===== config.mk =====
export PLATFORM = sky130hd
export DESIGN_NAME = sgp_gpio
export DESIGN_NICKNAME = d
export VERILOG_FILES = /design/src/design/sgp_sampler.v /design/src/design/sgp_gpio.v
export VERILOG_INCLUDE_DIRS = /design/src /design/src/design
export SDC_FILE = /design/constraint.sdc
export NUM_CORES = 1
export LEC_CHECK = 0
export ABC_CLOCK_PERIOD_IN_PS = 2780
export BUFFER_PORTS_ARGS = -buffer_cell sky130_fd_sc_hd__buf_2
export CORE_ASPECT_RATIO = 0.8
export CORE_MARGIN = 5
export CORE_UTILIZATION = 40
export CTS_CLUSTER_SIZE = 12
export DETAILED_ROUTE_END_ITERATION = 12
export PLACE_DENSITY = 0.74
export RECOVER_POWER = 25
export SYNTH_ARGS = -nofsm -noshare
export SYNTH_HDL_FRONTEND = slang
export SYNTH_SLANG_ARGS = --single-unit

===== constraint.sdc =====
create_clock -name clk_i -period 2.78 [get_ports clk_i]
set_input_delay 0.556 -clock clk_i [delete_from_list [all_inputs] [get_ports clk_i]]
set_output_delay 0.556 -clock clk_i [all_outputs]
set_load 0.01 [all_outputs]

===== src/design/sgp_map.vh =====
`ifndef SGP_MAP_VH
`define SGP_MAP_VH
// ------------------------------------------------------------
// register layout
// ------------------------------------------------------------
`define SGP_NPINS 8
`define SGP_FUNC_LSB 0
`define SGP_FUNC_MSB 7
`define SGP_DIR_LSB 8
`define SGP_DIR_MSB 15
`define SGP_DATA_LSB 16
`define SGP_DATA_MSB 23
`define SGP_RSVD_LSB 24
`define SGP_RSVD_MSB 31
`define SGP_FUNC_RST 8'h00
`define SGP_DIR_RST 8'h00
`define SGP_DATA_RST 8'h00
// pins that own an alternate function
`define SGP_ALT_MASK 8'h3F
`define SGP_PIN_EXP_IRQ 2
`define SGP_PIN_ATTN_BTN 3
`define SGP_PIN_ATTN_IND 4
`define SGP_PIN_PWR_IND 5
// ------------------------------------------------------------
// timing
// ------------------------------------------------------------
`define SGP_CLK_PERIOD_PS 25000
`define SGP_SAMPLE_MIN_PS 128000
// six-cycle strobe period, 150 ns, never under the 128 ns floor
`define SGP_SAMPLE_LAST 3'h5
`define SGP_CNT_W 3
`endif


===== src/design/sgp_sampler.v =====
`timescale 1ns/1ps
`include "sgp_map.vh"
// ------------------------------------------------------------
// two-stage synchroniser with slow sample register
// ------------------------------------------------------------
module sgp_sampler (
	input wire clk_i,
	input wire rst_b_i,
	input wire [7:0] pin_async_i,
	input wire sample_en_i,
	output wire [7:0] pin_sync_o,
	output wire [7:0] pin_sampled_o
);
	reg [7:0] meta_ff;
	reg [7:0] sync_ff;
	reg [7:0] smp_ff;
	always @(posedge clk_i or negedge rst_b_i) begin
		if (!rst_b_i) begin
			meta_ff <= 8'h00;
			sync_ff <= 8'h00;
			smp_ff <= `SGP_DATA_RST;
		end else begin
			meta_ff <= pin_async_i;
			sync_ff <= meta_ff;
			if (sample_en_i) begin
				smp_ff <= sync_ff;
			end
		end
	end
	assign pin_sync_o = sync_ff;
	assign pin_sampled_o = smp_ff;
endmodule


===== src/design/sgp_gpio.v =====
`timescale 1ns/1ps
`include "sgp_map.vh"
module sgp_gpio (
	input wire clk_i,
	input wire rst_b_i,
	input wire reg_wr_i,
	input wire [31:0] reg_wdata_i,
	output wire [31:0] reg_rdata_o,
	input wire [7:0] pin_in_i,
	output wire [7:0] pin_out_o,
	output wire [7:0] pin_oe_o,
	output wire expander_irq_n_o,
	output wire upstream_attn_button_n_o,
	input wire upstream_attn_indicator_i,
	input wire upstream_power_indicator_i
);
	// ------------------------------------------------------------
	// pin modes and field helpers
	// ------------------------------------------------------------
	localparam [1:0] MODE_IN = 2'h0;
	localparam [1:0] MODE_OUT = 2'h1;
	localparam [1:0] MODE_ALT = 2'h2;
	// pins 0 and 1 handed over go quiet: their functions live outside this block
	localparam [7:0] ALT_PINS = `SGP_ALT_MASK;
	localparam [`SGP_CNT_W-1:0] SMP_LAST = `SGP_SAMPLE_LAST;

	// func bit only counts on pins that own an alternate function
	function [1:0] pin_mode;
		input func_bit;
		input dir_bit;
		input alt_ok;
		begin
			case ({func_bit & alt_ok, dir_bit})
				2'h0: pin_mode = MODE_IN;
				2'h1: pin_mode = MODE_OUT;
				default: pin_mode = MODE_ALT;
			endcase
		end
	endfunction

	// one bit per pin that is in the asked mode
	function [7:0] mode_mask;
		input [7:0] func;
		input [7:0] dir;
		input [1:0] mode;
		integer i;
		begin
			mode_mask = 8'h00;
			for (i = 0; i < `SGP_NPINS; i = i + 1) begin
				mode_mask[i] = (pin_mode(func[i], dir[i], ALT_PINS[i]) == mode);
			end
		end
	endfunction

	function [7:0] merge_bits;
		input [7:0] new_bits;
		input [7:0] old_bits;
		input [7:0] mask;
		begin
			merge_bits = (new_bits & mask) | (old_bits & ~mask);
		end
	endfunction

	// inactive level is high for both alternate inputs
	function alt_in;
		input is_alt;
		input level;
		begin
			alt_in = is_alt ? level : 1'h1;
		end
	endfunction

	// ------------------------------------------------------------
	// state
	// ------------------------------------------------------------
	reg [7:0] pin_function_select_ff;
	reg [7:0] pin_direction_ff;
	reg [7:0] pin_drive_ff;
	reg [7:0] pin_out_ff;
	reg [7:0] pin_oe_ff;
	reg [`SGP_CNT_W-1:0] smp_cnt_ff;
	reg smp_en_ff;
	reg [7:0] nxt_pin_function_select;
	reg [7:0] nxt_pin_direction;
	reg [7:0] nxt_pin_drive;
	reg [7:0] nxt_pin_out;
	reg [7:0] nxt_pin_oe;
	reg [`SGP_CNT_W-1:0] nxt_smp_cnt;
	reg nxt_smp_en;
	reg [7:0] alt_out_pins;
	reg [7:0] alt_out_level;
	reg [31:0] read_word;
	wire [7:0] pin_sync;
	wire [7:0] pin_sampled;
	wire [7:0] alt_sel;
	wire [7:0] gpio_out;
	wire [7:0] pin_level_field;

	assign alt_sel = mode_mask(pin_function_select_ff, pin_direction_ff, MODE_ALT);
	assign gpio_out = mode_mask(pin_function_select_ff, pin_direction_ff, MODE_OUT);

	// ------------------------------------------------------------
	// register write
	// ------------------------------------------------------------
	always @* begin
		nxt_pin_function_select = pin_function_select_ff;
		nxt_pin_direction = pin_direction_ff;
		nxt_pin_drive = pin_drive_ff;
		if (reg_wr_i) begin
			nxt_pin_function_select = reg_wdata_i[`SGP_FUNC_MSB:`SGP_FUNC_LSB];
			nxt_pin_direction = reg_wdata_i[`SGP_DIR_MSB:`SGP_DIR_LSB];
			// mask is the output set before this write; other pins keep a level ready for a later switch
			nxt_pin_drive = merge_bits(reg_wdata_i[`SGP_DATA_MSB:`SGP_DATA_LSB], pin_drive_ff, gpio_out);
		end
	end

	always @(posedge clk_i or negedge rst_b_i) begin
		if (!rst_b_i) begin
			pin_function_select_ff <= `SGP_FUNC_RST;
			pin_direction_ff <= `SGP_DIR_RST;
			pin_drive_ff <= `SGP_DATA_RST;
		end else begin
			pin_function_select_ff <= nxt_pin_function_select;
			pin_direction_ff <= nxt_pin_direction;
			pin_drive_ff <= nxt_pin_drive;
		end
	end

	// ------------------------------------------------------------
	// input sampling
	// ------------------------------------------------------------
	// strobe every sixth cycle, 150 ns: above the 128 ns floor with room for clock tolerance
	always @* begin
		if (smp_cnt_ff == SMP_LAST) begin
			nxt_smp_cnt = 3'h0;
			nxt_smp_en = 1'h1;
		end else begin
			nxt_smp_cnt = smp_cnt_ff + 3'h1;
			nxt_smp_en = 1'h0;
		end
	end

	always @(posedge clk_i or negedge rst_b_i) begin
		if (!rst_b_i) begin
			smp_cnt_ff <= 3'h0;
			smp_en_ff <= 1'h0;
		end else begin
			smp_cnt_ff <= nxt_smp_cnt;
			smp_en_ff <= nxt_smp_en;
		end
	end

	// pads may move at any time; only the second synchroniser stage and the slow sample register are read here
	sgp_sampler u_sampler (
		.clk_i(clk_i),
		.rst_b_i(rst_b_i),
		.pin_async_i(pin_in_i),
		.sample_en_i(smp_en_ff),
		.pin_sync_o(pin_sync),
		.pin_sampled_o(pin_sampled)
	);

	// ------------------------------------------------------------
	// pin drive
	// ------------------------------------------------------------
	// level and enable move on the same edge; a pin switched to output drives the level stored before that write, not the data sent with it
	always @* begin
		alt_out_pins = 8'h00;
		alt_out_pins[`SGP_PIN_ATTN_IND] = alt_sel[`SGP_PIN_ATTN_IND];
		alt_out_pins[`SGP_PIN_PWR_IND] = alt_sel[`SGP_PIN_PWR_IND];
		alt_out_level = 8'h00;
		alt_out_level[`SGP_PIN_ATTN_IND] = upstream_attn_indicator_i;
		alt_out_level[`SGP_PIN_PWR_IND] = upstream_power_indicator_i;
		nxt_pin_out = merge_bits(alt_out_level, pin_drive_ff, alt_out_pins);
		nxt_pin_oe = gpio_out | alt_out_pins;
	end

	always @(posedge clk_i or negedge rst_b_i) begin
		if (!rst_b_i) begin
			pin_out_ff <= 8'h00;
			pin_oe_ff <= 8'h00;
		end else begin
			pin_out_ff <= nxt_pin_out;
			pin_oe_ff <= nxt_pin_oe;
		end
	end

	assign pin_out_o = pin_out_ff;
	assign pin_oe_o = pin_oe_ff;

	// ------------------------------------------------------------
	// alternate inputs, inactive while pin is gpio
	// ------------------------------------------------------------
	assign expander_irq_n_o = alt_in(alt_sel[`SGP_PIN_EXP_IRQ], pin_sync[`SGP_PIN_EXP_IRQ]);
	assign upstream_attn_button_n_o = alt_in(alt_sel[`SGP_PIN_ATTN_BTN], pin_sync[`SGP_PIN_ATTN_BTN]);

	// ------------------------------------------------------------
	// readback
	// ------------------------------------------------------------
	// sampled pad level, so driven and alternate pins read back as well
	assign pin_level_field = pin_sampled;

	always @* begin
		read_word = 32'h00000000;
		read_word[`SGP_FUNC_MSB:`SGP_FUNC_LSB] = pin_function_select_ff;
		read_word[`SGP_DIR_MSB:`SGP_DIR_LSB] = pin_direction_ff;
		read_word[`SGP_DATA_MSB:`SGP_DATA_LSB] = pin_level_field;
		read_word[`SGP_RSVD_MSB:`SGP_RSVD_LSB] = 8'h00;
	end

	assign reg_rdata_o = read_word;
endmodule


======== Yosys cells after proc, flatten, opt, wreduce, memory -nomap -nowiden ========
Index checks and enable logic that the tools add are counted.
word-level totals
  register bits ........................... 68
  latch bits .............................. 0
  RAM bits ................................ 0
  bits in read-only memories .............. 0
  input bits .............................. 45
  word-level logic and storage cells ...... 59
  memories ................................ 0
operators by class
  add/subtract/negate cells ............... 1
  multipliers ............................. 0
  div/mod/pow operators ................... 0
  $lt $le $gt $ge ......................... 0
  eq/ne operators ......................... 19
  shift-type cells ........................ 0
  multiplexer cells ....................... 12
  bitwise operators ....................... 9
  reductions and logical operators ........ 8
operators by type and width
  operator             count
  $pmux 2 s2           8
  $eq 2x1->1 const B   14
  $and 8x8->8          3
  $logic_not 2->1      8
  $eq 2x2->1 const B   4
  $not 6->8            1
  $not 8->8            1
  $or 6x8->8           1
  $or 8x6->8           1
  $or 8x8->8           1
  $and 6x6->6          1
  $add 3x1->3 const B  1
  $eq 3x3->1 const B   1
  $mux 1               3
  $mux 3               1

======== Depth between registers and ports, before layout ========
Gate-level depths: netlist of the first run.
  depth in word-level cells ............... 6
  mapped depth ............................ 3

======== Modules after synthesis ========
Synthesis of the first run repeated with hierarchy kept, for this count alone.
unflattened totals
  cells, all modules ...................... 140
  area, all modules ....................... 2,382.3 um^2
by module, submodules not included
  module       times used  cells each  area an instance (um^2)  sequential area each (um^2)
  sgp_gpio     1           107         1,650.3                  1,101.1
  sgp_sampler  1           33          732.0                    600.6

======== Worst setup path before layout of the first run ========
No wires, ideal clock.
  kind .................................... input-to-reg
  from .................................... input port reg_wr_i
  to ...................................... register (tool-made name)
  library setup time ...................... 0.125 ns
  data arrival time ....................... 1.042 ns
  data required time ...................... 2.655 ns
  setup slack ............................. 1.612 ns
  cell stages on the path ................. 3
  buffers on the path ..................... 1
  cell sequence ........................... buf_6 > nand3b_2 > mux2_4
RTL lines
  what                RTL line      RTL
  start: declaration  sgp_gpio.v:6  input wire reg_wr_i,

==> impl_metrics.json, run 1 <==
{
  "status": "finished, violations left",
  "violations": "capacitance limit, slew limit",
  "via_per_inst": 4.32,
  "portBuffers": 78,
  "ioPinCount": 95,
  "startpoint_type": "input port",
  "cp_cell_sequence": "clkbuf_1",
  "post-route-period-util_pct": 60.7,
  "p_leak_nw": 1.46,
  "synthesis.area_mm2": 0.00235,
  "grt_usage_pct": 11.9,
  "cts_resized": 0,
  "synthTopCellsByArea": "dfrtp_1, mux2_2, buf_4, nand3b_1, mux2_4",
  "finClkSkew_ns": 0.00408,
  "cts.htree.levels": 3,
  "seq_area_frac_synth_pct": 72.5,
  "clockBufferDepth": 2,
  "vdd_drop_max_mv": 0.329,
  "synthArstFlopShare_pct": 100,
  "syn_area_per_cell_um2": 16.8,
  "placementRows": 25,
  "ys_top_cells_by_count": "dfrtp_1, mux2_2, buf_4",
  "path_class": "input port to asynchronous set/reset pin",
  "timing.slew.headroom_pct": -16.3,
  "die_w_um": 95.6,
  "grt_setup_unrepaired": "no",
  "synth_edf_count": 0,
  "period_minus_slack_ns": 1.69,
  "synthFlopType": "dfrtp_1",
  "critPathBufInv": 1,
  "worst_slew_pin_slew_ns": 1.75,
  "final.setup.tns_ns": 0,
  "p_sw_share_pct": 22.5,
  "diodes": 0,
  "grt-ovfl-total": 0,
  "p_sw_mw": 0.511,
  "place_ws_ns": 1.19,
  "placed_cell_area_mm2": 0.00279,
  "num_vias": 1338,
  "drt_iter0_drc": 14,
  "internal_power_mw": 1.76,
  "area_growth_pct": 27.9,
  "clock-sinks": 68,
  "cpMaxStageDelayCell": "clkbuf_1",
  "start_util_pct": 40.3,
  "fp.coreArea_mm2": 0.00582,
  "wl_per_cell_um": 12.7,
  "grt_max_degree": 38,
  "end_kind": "asynchronous set/reset pin",
  "cp_max_fo": 32,
  "post-route-util_pct": 51.6,
  "postCtsHoldBufs": 0,
  "post-route-drc-count": 0,
  "clkTransAtPathRegs_ns": 0.07,
  "fmax_mhz": 593,
  "insertion_delay_ns": 0.33,
  "totalWireLength_mm": 3.93,
  "antenna_found_initial": 0,
  "p_per_area_mw_per_mm2": 758,
  "hold_class": "input port to register",
  "design_area_mm2": 0.00300,
  "ys_warn_count": 0,
  "synth.distinct_cells": 17,
  "final_antenna_net_count": 0,
  "drt-pass1-iter-count": 4,
  "clock_power_share_pct": 38.2,
  "die_area_mm2": 0.00751,
  "power.combinational.fraction_pct": 11.2,
  "cts-buffers-inserted": 9,
  "cpLargestDelayFamily": "buffers and inverters",
  "hold_viol": 0,
  "die_y_um": 78.5,
  "yosysTopAreaCellShare_pct": 72.5,
  "grt_pass1_vias": 1487,
  "worstPathRequired_ns": 2.90,
  "crit_arrival_ns": 1.80,
  "maxCapViolations": 1,
  "cts_tree": "done",
  "p_seq_share_pct": 50.6,
  "syn_inst": 140,
  "nets": 269,
  "num-fill-cells": 540,
  "ys_seq_elements": 68,
  "worst_slack_ns": 1.09,
  "slowest_delay_ns": 1.23,
  "hpwl_mm": 2.87,
  "setup_violations": 0,
  "drive_above_1_share_pct": 55.9,
  "cts-root-buf": "clkbuf_8",
  "cts_setup_buffers": 0,
  "grt_pass1_wl_mm": 6.67,
  "slew_viol_final": 32,
  "place_congestion": 0.698,
  "yosys.area.top_type": "dfrtp_1",
  "yosysMostFrequentCell": "dfrtp_1"
}
## power groups by stage
| stage | combinational, mW | sequential (mW) | clock (mW) |
|---|---|---|---|
| 3_5_place_dp | 0.262 | 1.17 | 0 |
| 5_1_grt | 0.284 | 1.16 | 0.954 |
| 4_1_cts | 0.262 | 1.15 | 0.906 |
| 6_report | 0.256 | 1.15 | 0.868 |
| 3_3_place_gp | 0.257 | 1.17 | 0 |
| 2_1_floorplan | 0.109 | 1.20 | 0 |
## kinds of logic (layout without fill, tap and decap cells)
| group | Yosys count | after routing | synth area share, % |
|---|---|---|---|
| simple gates | 20 | 20 | 5.71 |
| buf+inv | 15 | 97 | 4.53 |
| mux | 34 | 34 | 16.6 |
| compound gates | 2 | 2 | 0.427 |
| flops | 68 | 68 | 72.5 |
| other cells | 1 | 8 | 0.160 |
## stage by stage
stage	hold slack, ns	cells	total power [mW]
finish	0.328	310	2.28
global route	0.295	310	2.40
CTS	0.291	310	2.32
detailed placement	0.335	294	1.43
global placement	0.333	294	1.42
floorplan	0.260	147	1.31
## final timing paths
kind	end	cells after the start	start	slack, ns
worst max-delay path	pin_out_o[4]	1	rst_b_i	1.09
max in group clk_i	upstream_attn_button_n_o	2	u_sampler.pin_sync_o[3]	1.25
worst min register to register	u_sampler.pin_sync_o[6]	0	u_sampler.meta_ff[6]	0.34
worst max register to register	register	2	pin_function_select_ff[5]	1.72
worst min-delay path	u_sampler.meta_ff[7]	1	pin_in_i[7]	0.33
min in group asynchronous	u_sampler.meta_ff[2]	1	rst_b_i	0.68
## placed cells by master, fill, tap and decap left out, types with 3 or more instances in the layout
cell / Yosys / final
buf_2: 1 / 77
clkbuf_1: 0 / 3
clkbuf_8: 0 / 10
conb_1: 1 / 8
dfrtp_1: 68 / 68
mux2_2: 30 / 30
nand2b_1: 4 / 4
nand3b_1: 5 / 5
nor2b_1: 4 / 4
## routing by layer
metal,track usage [%],vias to the layer above,wire length [um]
met5,0,-,0
met4,5.11,0,58
met3,6.90,9,455
met2,18.6,57,1870
met1,13.1,651,1550
li1,-,621,-
## final cells by class
| cell class | instances | area [um2] | share of cell area, % |
|---|---|---|---|
| clock buffers | 12 | 145 | 4.84 |
| clock inverters | 4 | 72.6 | 2.42 |
| inverters | 2 | 7.51 | 0.250 |
| multi-input cells | 64 | 564 | 18.8 |
| flip-flops and latches | 68 | 1700 | 56.7 |
| well taps | 81 | 101 | 3.38 |
| repair buffers | 79 | 409 | 13.6 |
No activity file was read; power rests on OpenSTA's default activity.
==> run 2, diff against run 1 <==
--- a/config.mk
+++ b/config.mk
@@ -6,14 +6,15 @@
 export SDC_FILE = /design/constraint.sdc
 export NUM_CORES = 1
 export LEC_CHECK = 0
-export ABC_CLOCK_PERIOD_IN_PS = 2780
+export ABC_AREA = 1
+export ABC_CLOCK_PERIOD_IN_PS = 1400
 export BUFFER_PORTS_ARGS = -buffer_cell sky130_fd_sc_hd__buf_2
 export CORE_ASPECT_RATIO = 0.8
 export CORE_MARGIN = 5
 export CORE_UTILIZATION = 40
 export CTS_CLUSTER_SIZE = 12
 export DETAILED_ROUTE_END_ITERATION = 12
-export PLACE_DENSITY = 0.74
+export PLACE_DENSITY = 0.77
 export RECOVER_POWER = 25
 export SYNTH_ARGS = -nofsm -noshare
 export SYNTH_HDL_FRONTEND = slang
==> constraint.sdc (replaced) <==
create_clock -name clk_i -period 1.4 [get_ports clk_i]
set_input_delay 0.28 -clock clk_i [delete_from_list [all_inputs] [get_ports clk_i]]
set_output_delay 0.28 -clock clk_i [all_outputs]
set_load 0.01 [all_outputs]
==> run 2 against run 1 <==
Effect of this change:
- the flow now finishes without violations
- non-clock buffer count grew 6
- first-iteration DRC count rose to 4.1 times the previous value
- register-to-register slack worse by 1.3 ns
- worst setup slack worse by 1.1 ns
- via count increased by 24%
- utilization rose by 1.5 points
- clock-buffer cell count is 2 lower
- sequential share of layout area decreased by 1.9 points
- sequential power is 96% higher
- synthesized cell count rose by 53%
- critical path type is now register to primary output
==> impl_metrics.json, run 2 <==
{
  "placementRows": 25,
  "critPathBufInv": 2,
  "cp_max_fo": 3,
  "synth.distinct_cells": 13,
  "instances_no_fill": 387,
  "cts_tree": "done",
  "synthFlopType": "dfrtp_1",
  "insertion_delay_ns": 0.33,
  "portBuffers": 78,
  "clock-sinks": 68,
  "yosysTopAreaCellShare_pct": 71.7,
  "syn_area_per_cell_um2": 11.1,
  "nets": 346,
  "post-route-util_pct": 53.1,
  "layout.cells.most_common": "buf_2",
  "drive_above_1_share_pct": 33.7,
  "area_growth_pct": 30.8,
  "antenna_found_initial": 0,
  "via_per_inst": 4.28,
  "synthesis.area_mm2": 0.00237,
  "totalWireLength_mm": 4.51,
  "ys_top_cells_by_count": "dfrtp_1, nand2_1, inv_1",
  "start_util_pct": 40.6,
  "maxCapViolations": 0,
  "ys_seq_elements": 68,
  "die_area_mm2": 0.00758,
  "grt_usage_pct": 12.7,
  "period_minus_slack_ns": 1.39,
  "syn_inst": 214,
  "hpwl_mm": 3.16,
  "cpLargestDelayFamily": "flip-flops",
  "path_class": "register to primary output",
  "num-fill-cells": 534,
  "slowest_delay_ns": 0.39,
  "layout_common_cells": "buf_2, dfrtp_1, nand2_1",
  "hold_slack_ns": 0.0479,
  "clockBufferDepth": 2,
  "status": "finished, final reports clean",
  "yosysMostFrequentCell": "dfrtp_1",
  "synthArstFlopShare_pct": 100,
  "crit_arrival_ns": 1.11,
  "p_per_area_mw_per_mm2": 1490,
  "hold_viol": 0,
  "synth_edf_count": 0,
  "slew_viol_final": 0,
  "grt_setup_unrepaired": "yes",
  "hold_class": "input port to register",
  "wl_per_cell_um": 11.6,
  "drt-pass1-iter-count": 6,
  "vdd_drop_max_mv": 0.725,
  "fp.coreArea_mm2": 0.00585,
  "cts-buffers-inserted": 9,
  "setup_violations": 0,
  "final_antenna_net_count": 0,
  "cpMaxStageDelayCell": "dfrtp_1",
  "clkTransAtPathRegs_ns": 0.08,
  "seq_area_frac_synth_pct": 71.7,
  "post-route-drc-count": 0,
  "diodes": 0,
  "finClkSkew_ns": 0.0100,
  "ioPinCount": 95,
  "startpoint_type": "register",
  "grt_max_degree": 69,
  "dp_cells": 366,
  "die_y_um": 78.9,
  "cts-root-buf": "clkbuf_8",
  "ys_warn_count": 0,
  "drt_iter0_drc": 57,
  "die_w_um": 96.1,
  "fmax_mhz": 721,
  "grt_pass1_vias": 1646,
  "p_leak_nw": 1.67,
  "num_vias": 1657,
  "grt-ovfl-total": 0,
  "yosys.area.top_type": "dfrtp_1",
  "place_congestion": 0.803,
  "worstPathRequired_ns": 1.12,
  "post-route-period-util_pct": 99.1,
  "end_kind": "primary output",
  "grt_pass1_wl_mm": 7.23,
  "cp_cell_sequence": "inv_2 > or2_4 > buf_6",
  "synthTopCellsByArea": "dfrtp_1, nand2_1, o21ai_0, inv_1, buf_4",
  "cts.htree.levels": 3
}
-- run 2: cell types whose count changed after synthesis, moves of 5 or more --
| cell | change |
|---|---|
| nand3b_1 | -5 |
| nor2_1 | +6 |
| o21ai_0 | +22 |
| nand3_1 | +8 |
| nand4_1 | +6 |
| inv_1 | +25 |
| nand2_1 | +53 |
| mux2_2 | -30 |
-- run 2: stage by stage --
step / power, mW / TNS, ns / instance area, um2 / setup WS (ns)
after floorplan: 2.51 / 0 / 2400 / 0.357
after global placement: 2.74 / 0 / 2810 / 0.294
after detailed placement: 2.76 / 0 / 2810 / 0.255
after CTS: 4.71 / -0.00287 / 3100 / -0.00287
after global routing: 4.88 / -0.0663 / 3100 / -0.0447
final: 4.64 / 0 / 3100 / 0.0122
-- run 2: routing by layer --
layer / routed length [um] / track usage, % / share of wire (%) / up-vias
li1: - / - / - / 819
met1: 1880 / 14.6 / 42 / 778
met2: 2170 / 20.7 / 48 / 55
met3: 401 / 6.25 / 8.9 / 5
met4: 57 / 3.84 / 1.3 / 0
met5: 0 / 0 / 0 / -
-- run 2: area by class of cell --
class / count / area (um2) / share of cell area, %
multi-input cells: 110 / 478 / 15.4
repair buffers: 85 / 483 / 15.6
well taps: 81 / 101 / 3.26
clock inverters: 6 / 111 / 3.59
flip-flops and latches: 68 / 1700 / 54.8
clock buffers: 10 / 128 / 4.11
inverters: 27 / 101 / 3.26
-- run 2: kinds of logic (layout without fill, tap and decap cells) --
| group | Yosys count | in the layout | share of synthesized area (%) |
|---|---|---|---|
| AO/OA/AOI/OAI | 24 | 24 | 5.06 |
| buffers and inverters | 43 | 128 | 9.49 |
| flip-flops | 68 | 68 | 71.7 |
| other | 1 | 8 | 0.158 |
| AND/OR/NAND/NOR | 78 | 78 | 13.6 |
-- run 2: final timing paths --
path | from | endpoint | slack [ns] | cells after the start
max in group asynchronous | rst_b_i | pin_direction_ff[0] | 0.63 | 3
hold / removal | pin_in_i[6] | u_sampler.meta_ff[6] | 0.05 | 1
setup / recovery | pin_function_select_ff[2] | expander_irq_n_o | 0.01 | 3
setup reg to reg | pin_function_select_ff[2] | register | 0.45 | 6
hold reg to reg | u_sampler.meta_ff[1] | u_sampler.pin_sync_o[1] | 0.35 | 0
min in group asynchronous | rst_b_i | pin_oe_o[3] | 0.50 | 3
-- run 2: repair_timing --
action                                  4_1_cts  5_1_grt
setup buffers                                 3        1
endpoints found under the hold margin        68        0
hold buffers                                  1        0
gates resized for setup                       6        0
endpoints found under the setup margin        2        2
-- run 2: power breakdown --
group	switching, mW	internal [mW]
sequential	0.0901	2.16
combinational	0.283	0.209
clock	0.710	1.19
